File: config.mk
export PLATFORM = sky130hd
export DESIGN_NAME = rmcs_ctrl
export DESIGN_NICKNAME = d
export VERILOG_FILES = /design/src/rmcs_ctrl.v /design/src/rmcs_pll_shift.v
export VERILOG_INCLUDE_DIRS = /design/src /design/src/include
export SDC_FILE = /design/constraint.sdc
export NUM_CORES = 1
export LEC_CHECK = 0
export BUFFER_PORTS_ARGS = -buffer_cell sky130_fd_sc_hd__clkbuf_2
export CORE_MARGIN = 1
export CORE_UTILIZATION = 25
export DETAILED_ROUTE_END_ITERATION = 10
export GPL_TIMING_DRIVEN = 1
export PLACE_DENSITY = 0.51
export SETUP_SLACK_MARGIN = 0.05
export SLEW_MARGIN = 10
export SYNTH_ARGS = -nofsm -noshare
export SYNTH_HDL_FRONTEND = slang
export SYNTH_HIERARCHICAL = 1
export SYNTH_SLANG_ARGS = --single-unit
File: constraint.sdc
create_clock -name clk -period 3.3 [get_ports clk]
set_clock_uncertainty 0.1 [all_clocks]
set_input_delay 0.165 -clock clk [delete_from_list [all_inputs] [get_ports clk]]
set_output_delay 0.165 -clock clk [all_outputs]
set_load 0.02 [all_outputs]
File: src/include/rmcs_defines.vh
`ifndef RMCS_DEFINES_VH
`define RMCS_DEFINES_VH

// system clock in kHz
`define RMCS_CLK_KHZ 25000

// settle and check times in ms
`define RMCS_T_FIRST_MS 40
`define RMCS_T_CHAN_MS 20
`define RMCS_T_MODE_MS 5
`define RMCS_T_LOCK_MS 20
`define RMCS_T_RUN_MS 10

// derived cycle counts (least times, exact at 25 MHz)
`define RMCS_FIRST_CYC (`RMCS_T_FIRST_MS * `RMCS_CLK_KHZ)
`define RMCS_CHAN_CYC (`RMCS_T_CHAN_MS * `RMCS_CLK_KHZ)
`define RMCS_MODE_CYC (`RMCS_T_MODE_MS * `RMCS_CLK_KHZ)
`define RMCS_LOCK_CYC (`RMCS_T_LOCK_MS * `RMCS_CLK_KHZ)

// manchester line: 4800 bit/s gives at most a 4.8 kHz signal
`define RMCS_TX_BAUD 4800
`define RMCS_HALF_BIT_CYC ((`RMCS_CLK_KHZ * 1000 + 2 * `RMCS_TX_BAUD - 1) / (2 * `RMCS_TX_BAUD))

// synthesizer serial word
`define RMCS_PLL_BITS 24
`define RMCS_PLL_HALF_CYC 4

// counter widths
`define RMCS_CNT_W 20
`define RMCS_HB_W 12

`endif

File: src/rmcs_ctrl.v
`timescale 1ns/10ps
`default_nettype none
`include "rmcs_defines.vh"

module rmcs_ctrl #(
  parameter FIRST_CYC = `RMCS_FIRST_CYC,
  parameter CHAN_CYC = `RMCS_CHAN_CYC,
  parameter MODE_CYC = `RMCS_MODE_CYC,
  parameter LOCK_CYC = `RMCS_LOCK_CYC
) (
  // clock and reset
  input wire clk,
  input wire rst,
  // user commands
  input wire cmd_power_on,
  input wire cmd_power_off,
  input wire cmd_chan,
  input wire [`RMCS_PLL_BITS-1:0] chan_word,
  input wire cmd_tx,
  input wire cmd_rx,
  // user transmit bits
  input wire tx_bit,
  input wire tx_bit_valid,
  output reg tx_bit_ready,
  // user status
  output reg link_ready,
  output reg tx_active,
  output reg lock_ok,
  output reg lock_fail,
  output reg cmd_err,
  output reg rx_data,
  output reg rx_valid,
  // module pins
  output reg pwr_switch,
  output reg receive_select,
  output reg transmit_select,
  output reg tx_data_in,
  output wire pll_clk,
  output wire pll_data,
  output wire pll_latch_strobe,
  input wire lock_flag,
  input wire rx_data_pin
);

  localparam [3:0] S_OFF = 4'h0;
  localparam [3:0] S_RX = 4'h1;
  localparam [3:0] S_PROG = 4'h2;
  localparam [3:0] S_SETTLE = 4'h3;
  localparam [3:0] S_READY = 4'h4;
  localparam [3:0] S_TX_BRK = 4'h5;
  localparam [3:0] S_TX_SET = 4'h6;
  localparam [3:0] S_TX = 4'h7;
  localparam [3:0] S_RX_BRK = 4'h8;
  localparam [3:0] S_RX_SET = 4'h9;
  localparam integer HB_LAST_I = `RMCS_HALF_BIT_CYC - 1;
  localparam [`RMCS_HB_W-1:0] HB_LAST = HB_LAST_I[`RMCS_HB_W-1:0];

  reg [3:0] st_q;
  reg [`RMCS_CNT_W-1:0] cnt_q;
  reg first_q;
  reg [`RMCS_HB_W-1:0] hb_q;
  reg half_q;
  reg cur_q;
  reg lk_s1_q;
  reg lk_s2_q;
  reg [2:0] lk_h_q;
  reg rx_s1_q;
  reg rx_s2_q;
  wire [31:0] cnt_ext;
  wire sh_busy;
  wire sh_done;
  wire sh_start;
  wire sh_abort;
  wire acc_on;
  wire acc_off;
  wire acc_chan;
  wire acc_tx;
  wire acc_rx;
  wire any_cmd;
  wire lock_stable;
  wire settle_end;
  wire mode_end;
  wire hb_end;
  wire take;
  wire nb;

  assign cnt_ext = {{(32 - `RMCS_CNT_W){1'b0}}, cnt_q};

  // command acceptance per state; power-off overrides everything
  assign acc_on = cmd_power_on && (st_q == S_OFF);
  assign acc_off = cmd_power_off && (st_q != S_OFF);
  assign acc_chan = cmd_chan && !acc_off && ((st_q == S_RX) || (st_q == S_READY));
  assign acc_tx = cmd_tx && !acc_off && (st_q == S_READY);
  assign acc_rx = cmd_rx && !acc_off && (st_q == S_TX);
  assign any_cmd = cmd_power_on | cmd_power_off | cmd_chan | cmd_tx | cmd_rx;

  assign sh_start = acc_chan && pwr_switch;
  assign sh_abort = acc_off || !pwr_switch;

  assign settle_end = (st_q == S_SETTLE) &&
                      (cnt_ext == (first_q ? FIRST_CYC - 1 : CHAN_CYC - 1));
  assign mode_end = (cnt_ext == MODE_CYC - 1);

  // all three filtered samples must be high
  assign lock_stable = &lk_h_q;

  // half-bit period keeps line at or below 4.8 kHz
  assign hb_end = (hb_q == HB_LAST);
  assign take = ((st_q == S_TX_SET) && mode_end) || ((st_q == S_TX) && hb_end && half_q);
  // always line coded
  // idle filler zeros still toggle the line
  assign nb = tx_bit_valid ? tx_bit : 1'b0;

  rmcs_pll_shift u_shift (
    .clk(clk),
    .rst(rst),
    .start(sh_start),
    .abort(sh_abort),
    .word(chan_word),
    .busy_q(sh_busy),
    .done_q(sh_done),
    .sclk_q(pll_clk),
    .sdata_q(pll_data),
    .sle_q(pll_latch_strobe)
  );

  // pin synchronisers
  always @(posedge clk or posedge rst) begin
    if (rst) begin
      lk_s1_q <= 1'b0;
      lk_s2_q <= 1'b0;
      lk_h_q <= 3'h0;
      rx_s1_q <= 1'b0;
      rx_s2_q <= 1'b0;
      rx_data <= 1'b0;
      rx_valid <= 1'b0;
    end else begin
      lk_s1_q <= lock_flag;
      lk_s2_q <= lk_s1_q;
      lk_h_q <= {lk_h_q[1:0], lk_s2_q};
      rx_s1_q <= rx_data_pin;
      rx_s2_q <= rx_s1_q;
      rx_data <= rx_s2_q;
      // receive data valid only after settling
      rx_valid <= (st_q == S_READY);
    end
  end

  always @(posedge clk or posedge rst) begin
    if (rst) begin
      // every module pin inactive after reset
      st_q <= S_OFF;
      cnt_q <= {`RMCS_CNT_W{1'b0}};
      first_q <= 1'b1;
      hb_q <= {`RMCS_HB_W{1'b0}};
      half_q <= 1'b0;
      cur_q <= 1'b0;
      tx_bit_ready <= 1'b0;
      link_ready <= 1'b0;
      tx_active <= 1'b0;
      lock_ok <= 1'b0;
      lock_fail <= 1'b0;
      cmd_err <= 1'b0;
      pwr_switch <= 1'b0;
      receive_select <= 1'b0;
      transmit_select <= 1'b0;
      tx_data_in <= 1'b0;
    end else begin
      cmd_err <= any_cmd && !(acc_on | acc_off | acc_chan | acc_tx | acc_rx);
      tx_bit_ready <= 1'b0;
      cnt_q <= cnt_q + {{(`RMCS_CNT_W - 1){1'b0}}, 1'b1};
      if (acc_off) begin
        st_q <= S_OFF;
        pwr_switch <= 1'b0;
        receive_select <= 1'b0;
        transmit_select <= 1'b0;
        tx_data_in <= 1'b0;
        link_ready <= 1'b0;
        tx_active <= 1'b0;
        first_q <= 1'b1;
      end else begin
        case (st_q)
          S_OFF: begin
            if (acc_on) begin
              pwr_switch <= 1'b1;
              receive_select <= 1'b1;
              lock_ok <= 1'b0;
              lock_fail <= 1'b0;
              st_q <= S_RX;
            end
          end
          S_RX, S_READY: begin
            if (acc_chan) begin
              st_q <= S_PROG;
              link_ready <= 1'b0;
              lock_ok <= 1'b0;
              lock_fail <= 1'b0;
            end else if (acc_tx) begin
              receive_select <= 1'b0;
              link_ready <= 1'b0;
              st_q <= S_TX_BRK;
            end
          end
          S_PROG: begin
            if (sh_done) begin
              cnt_q <= {`RMCS_CNT_W{1'b0}};
              st_q <= S_SETTLE;
            end
          end
          S_SETTLE: begin
            if (cnt_ext == LOCK_CYC - 1) begin
              lock_ok <= lock_stable;
              lock_fail <= !lock_stable;
            end
            if (settle_end) begin
              first_q <= 1'b0;
              link_ready <= 1'b1;
              st_q <= S_READY;
            end
          end
          S_TX_BRK: begin
            transmit_select <= 1'b1;
            cnt_q <= {`RMCS_CNT_W{1'b0}};
            st_q <= S_TX_SET;
          end
          S_TX_SET: begin
            // hold data 5 ms after switching
            if (mode_end) begin
              st_q <= S_TX;
              tx_active <= 1'b1;
              link_ready <= 1'b1;
            end
          end
          S_TX: begin
            if (acc_rx) begin
              transmit_select <= 1'b0;
              tx_data_in <= 1'b0;
              tx_active <= 1'b0;
              link_ready <= 1'b0;
              st_q <= S_RX_BRK;
            end else if (hb_end && !half_q) begin
              tx_data_in <= cur_q;
            end
          end
          S_RX_BRK: begin
            receive_select <= 1'b1;
            cnt_q <= {`RMCS_CNT_W{1'b0}};
            st_q <= S_RX_SET;
          end
          S_RX_SET: begin
            // same channel, 5 ms before data
            if (mode_end) begin
              link_ready <= 1'b1;
              st_q <= S_READY;
            end
          end
          default: begin
            st_q <= S_OFF;
          end
        endcase
        // manchester half-bit timing, first half carries the inverted bit
        if (take && !acc_rx) begin
          cur_q <= nb;
          tx_data_in <= !nb;
          tx_bit_ready <= tx_bit_valid;
        end
        if (st_q == S_TX) begin
          hb_q <= hb_end ? {`RMCS_HB_W{1'b0}} : hb_q + {{(`RMCS_HB_W - 1){1'b0}}, 1'b1};
          half_q <= hb_end ? !half_q : half_q;
        end else begin
          hb_q <= {`RMCS_HB_W{1'b0}};
          half_q <= 1'b0;
        end
      end
    end
  end

endmodule
`default_nettype wire

File: src/rmcs_pll_shift.v
`timescale 1ns/10ps
`default_nettype none
`include "rmcs_defines.vh"

module rmcs_pll_shift (
  // clock and reset
  input wire clk,
  input wire rst,
  // request
  input wire start,
  input wire abort,
  input wire [`RMCS_PLL_BITS-1:0] word,
  output reg busy_q,
  output reg done_q,
  // three-wire pins
  output reg sclk_q,
  output reg sdata_q,
  output reg sle_q
);

  localparam [1:0] P_IDLE = 2'h0;
  localparam [1:0] P_SHIFT = 2'h1;
  localparam [1:0] P_LATCH = 2'h2;
  localparam integer HALF_LAST_I = `RMCS_PLL_HALF_CYC - 1;
  localparam integer BIT_LAST_I = `RMCS_PLL_BITS - 1;
  localparam [2:0] HALF_LAST = HALF_LAST_I[2:0];
  localparam [4:0] BIT_LAST = BIT_LAST_I[4:0];

  reg [1:0] st_q;
  reg [2:0] div_q;
  reg [4:0] bit_q;
  reg [`RMCS_PLL_BITS-1:0] sh_q;
  wire tick;

  assign tick = (div_q == HALF_LAST);

  always @(posedge clk or posedge rst) begin
    if (rst) begin
      st_q <= P_IDLE;
      div_q <= 3'h0;
      bit_q <= 5'h00;
      sh_q <= {`RMCS_PLL_BITS{1'b0}};
      busy_q <= 1'b0;
      done_q <= 1'b0;
      sclk_q <= 1'b0;
      sdata_q <= 1'b0;
      sle_q <= 1'b0;
    end else begin
      done_q <= 1'b0;
      div_q <= tick ? 3'h0 : div_q + 3'h1;
      // abort parks every pin low so an unpowered module is never driven
      if (abort) begin
        st_q <= P_IDLE;
        busy_q <= 1'b0;
        sclk_q <= 1'b0;
        sdata_q <= 1'b0;
        sle_q <= 1'b0;
      end else begin
        case (st_q)
          P_IDLE: begin
            if (start) begin
              st_q <= P_SHIFT;
              busy_q <= 1'b1;
              div_q <= 3'h0;
              bit_q <= 5'h00;
              sdata_q <= word[`RMCS_PLL_BITS-1];
              sh_q <= {word[`RMCS_PLL_BITS-2:0], 1'b0};
            end
          end
          // msb first, data set while clock low, taken on rising edge
          P_SHIFT: begin
            if (tick) begin
              if (!sclk_q) begin
                sclk_q <= 1'b1;
              end else begin
                sclk_q <= 1'b0;
                if (bit_q == BIT_LAST) begin
                  st_q <= P_LATCH;
                  sdata_q <= 1'b0;
                  sle_q <= 1'b1;
                end else begin
                  bit_q <= bit_q + 5'h01;
                  sdata_q <= sh_q[`RMCS_PLL_BITS-1];
                  sh_q <= {sh_q[`RMCS_PLL_BITS-2:0], 1'b0};
                end
              end
            end
          end
          P_LATCH: begin
            if (tick) begin
              sle_q <= 1'b0;
              st_q <= P_IDLE;
              busy_q <= 1'b0;
              done_q <= 1'b1;
            end
          end
          default: begin
            st_q <= P_IDLE;
          end
        endcase
      end
    end
  end

endmodule
`default_nettype wire
==> run summary <==
DRC: 0
Max FO, Critical Path: 23
die area: 20250 µm²
wire length per cell: 14.15 µm
Max transition margin: 28.29%
num rows: 50
Initial Util: 25.88%
final setup fails: 0
first-pass GRT wire length: 19840 µm
Fmax achieved: 0.3658 GHz
post-route cell area: 5801 µm²
via count: 3910
width of the chip: 142.3 µm
initial DRC count: 259
final hold slack: 0.02384 ns
worst skew pair latency: 0.35 ns
Sum Neg Setup Slack: 0 ns
Synth Instances: 509
vias in the first global route: 3968
largest net degree at the start of global routing: 44
GPL Wtd Cong: 0.8458
fraction of layout cells with a size suffix above 1: 17.20%
post-DP HPWL: 8236 µm
initial antenna violation count: 1
startpoint types: register
Fillers: 2022
First-pass DRT Iterations: 4
kind of critical path: reg -> reg
RSZ-0062 raised after global routing: false
CORE AREA: 19020 µm²
worst hold path type: in -> reg
Tot GR Track Use: 12.43%
Max Slew Vio Count: 0
antenna-violating nets left: 0
Worst-path clk slew: 0.07 ns
total power: 0.004084 W
die height: 142.3 µm
GRT overflow: 0
Final Cycle Share: 82.84%
Cell Pwr Density: 704.0 nW/µm²
DRT Wirelength: 11680 µm
post-CTS setup buffer count: 0
final core occ: 30.50%
htree depth: 3
LEAKAGE: 2.628 nW
outcome: complete, no violations
synthesized area: 4922 µm²
Via density: 4.739
max_cap viols: 0
clk sinks: 95
maximum VDD drop: 0.2538 mV
fin nets: 599
Syn Nets: 549
Final Hold Viols: 0
Synth warnings: 6
critical path required time: 3.43 ns
Area growth syn-to-layout: 17.84%
Slew @ Worst Pin: 1.076 ns
Num CTS Buffers: 9
IO Count: 50
Setup crit end kind: register
TritonCTS clock tree: yes
IO Port Bufs: 49
deepest clock path buffer count: 2
placed inst area: 5451 µm²
syn_area_per_cell: 9.670 µm²
Clock Tree Root: clkbuf_16
Worst Path Arrival: 2.87 ns
Tmin final: 2.734 ns
==> final cells by class <==
type                            instances  area (µm²)  share of cell area [%]
Sequential cell                        95        2379                   41.01
Clock buffer                           14       284.0                   4.896
Multi-Input combinational cell        372        2360                   40.68
Timing Repair Buffer                   65       377.9                   6.514
Antenna cell                            1       2.502                 0.04314
Clock inverter                          2       12.51                  0.2157
Inverter                               16       60.06                   1.035
Tap cell                              260       325.3                   5.608
==> cell usage in the layout (no fill, tap or decap), types with 3 or more instances in the layout <==
cell	instances
dfrtp_1	94
a21oi_1	62
nor2_1	57
clkbuf_2	49
nand2_1	32
mux2i_1	25
nand3_1	21
o21ai_0	17
inv_1	15
xor2_1	14
or3_1	12
nor3_1	11
buf_4	11
xnor2_1	10
clkbuf_16	9
nand2b_1	7
nand4_1	7
nor4_1	6
nor2b_1	6
and2_1	5
a31oi_1	5
ha_1	5
dlygate4sd3_1	5
nand4bb_1	4
a211oi_1	4
clkbuf_8	4
and4_1	3
mux2_1	3
and3_1	3
o22ai_1	3
nand3b_1	3
==> metal layers <==
| metal | vias up | global-route usage (%) | share of wire [%] |
|---|---|---|---|
| met2 | 77 | 18.06 | 44 |
| met4 | 0 | 6.848 | 2.4 |
| met1 | 1903 | 17.26 | 49 |
| li1 | 1914 | - | - |
| met5 | - | 0 | 0 |
| met3 | 16 | 2.389 | 4.4 |
==> per-stage QoR <==
step | worst slack [ns] | std cells
floorplan | 0.6744 | 509
global placement | 0.6498 | 803
detailed placement | 0.5835 | 803
CTS | 0.5716 | 824
global route | 0.3387 | 824
finish | 0.5662 | 825
==> state kept, by name, summed over array words and instances (netlist names), 2 cells and up <==
name,cells
st_q,4
cnt_q,20
u_shift/bit_q,5
u_shift/sh_q,23
hb_q,12
u_shift/st_q,2
lk_h_q,3
u_shift/div_q,3
==> where the power goes <==
part / internal, W / switching (W)
clock: 0.000593 / 0.000447
combinational: 0.000513 / 0.000764
sequential: 0.00148 / 0.000285
total: 0.00259 / 0.00150
==> path summary, 6_finish.rpt <==
| kind | cells past startpoint | from | to | slack [ns] |
|---|---|---|---|---|
| max reg2reg | 9 | st_q[3]$_DFFE_PP0P_ | u_shift/sh_q[1]$_DFFE_PP0P_ | 0.57 |
| max in group asynchronous | 4 | rst | first_q$_DFFE_PP1P_ | 1.82 |
| min reg2reg | 0 | lk_s1_q$_DFF_PP0_ | lk_s2_q$_DFF_PP0_ | 0.25 |
| max | 9 | st_q[3]$_DFFE_PP0P_ | u_shift/sh_q[1]$_DFFE_PP0P_ | 0.57 |
| min | 3 | chan_word[7] | u_shift/sh_q[8]$_DFFE_PP0P_ | 0.02 |
| min in group asynchronous | 4 | rst | u_shift/sh_q[17]$_DFFE_PP0P_ | 0.37 |
==> critical path: stages, from the launching register on <==
cell and delay (ns):
dfrtp_1 0.38, or4_4 0.55, and2_1 0.20, nor3_1 0.25
and2_1 0.19, nor2b_1 0.23, a21o_1 0.11, buf_4 0.25
nand2_1 0.11, a22o_1 0.23
==> what timing repair did <==
action | 4_1_cts | 5_1_grt
hold buffers | 5 | 0
endpoints found under the hold margin | 83 | 0
gates resized for setup | 0 | 0
Note: power is estimated with default switching activity, not from simulation.
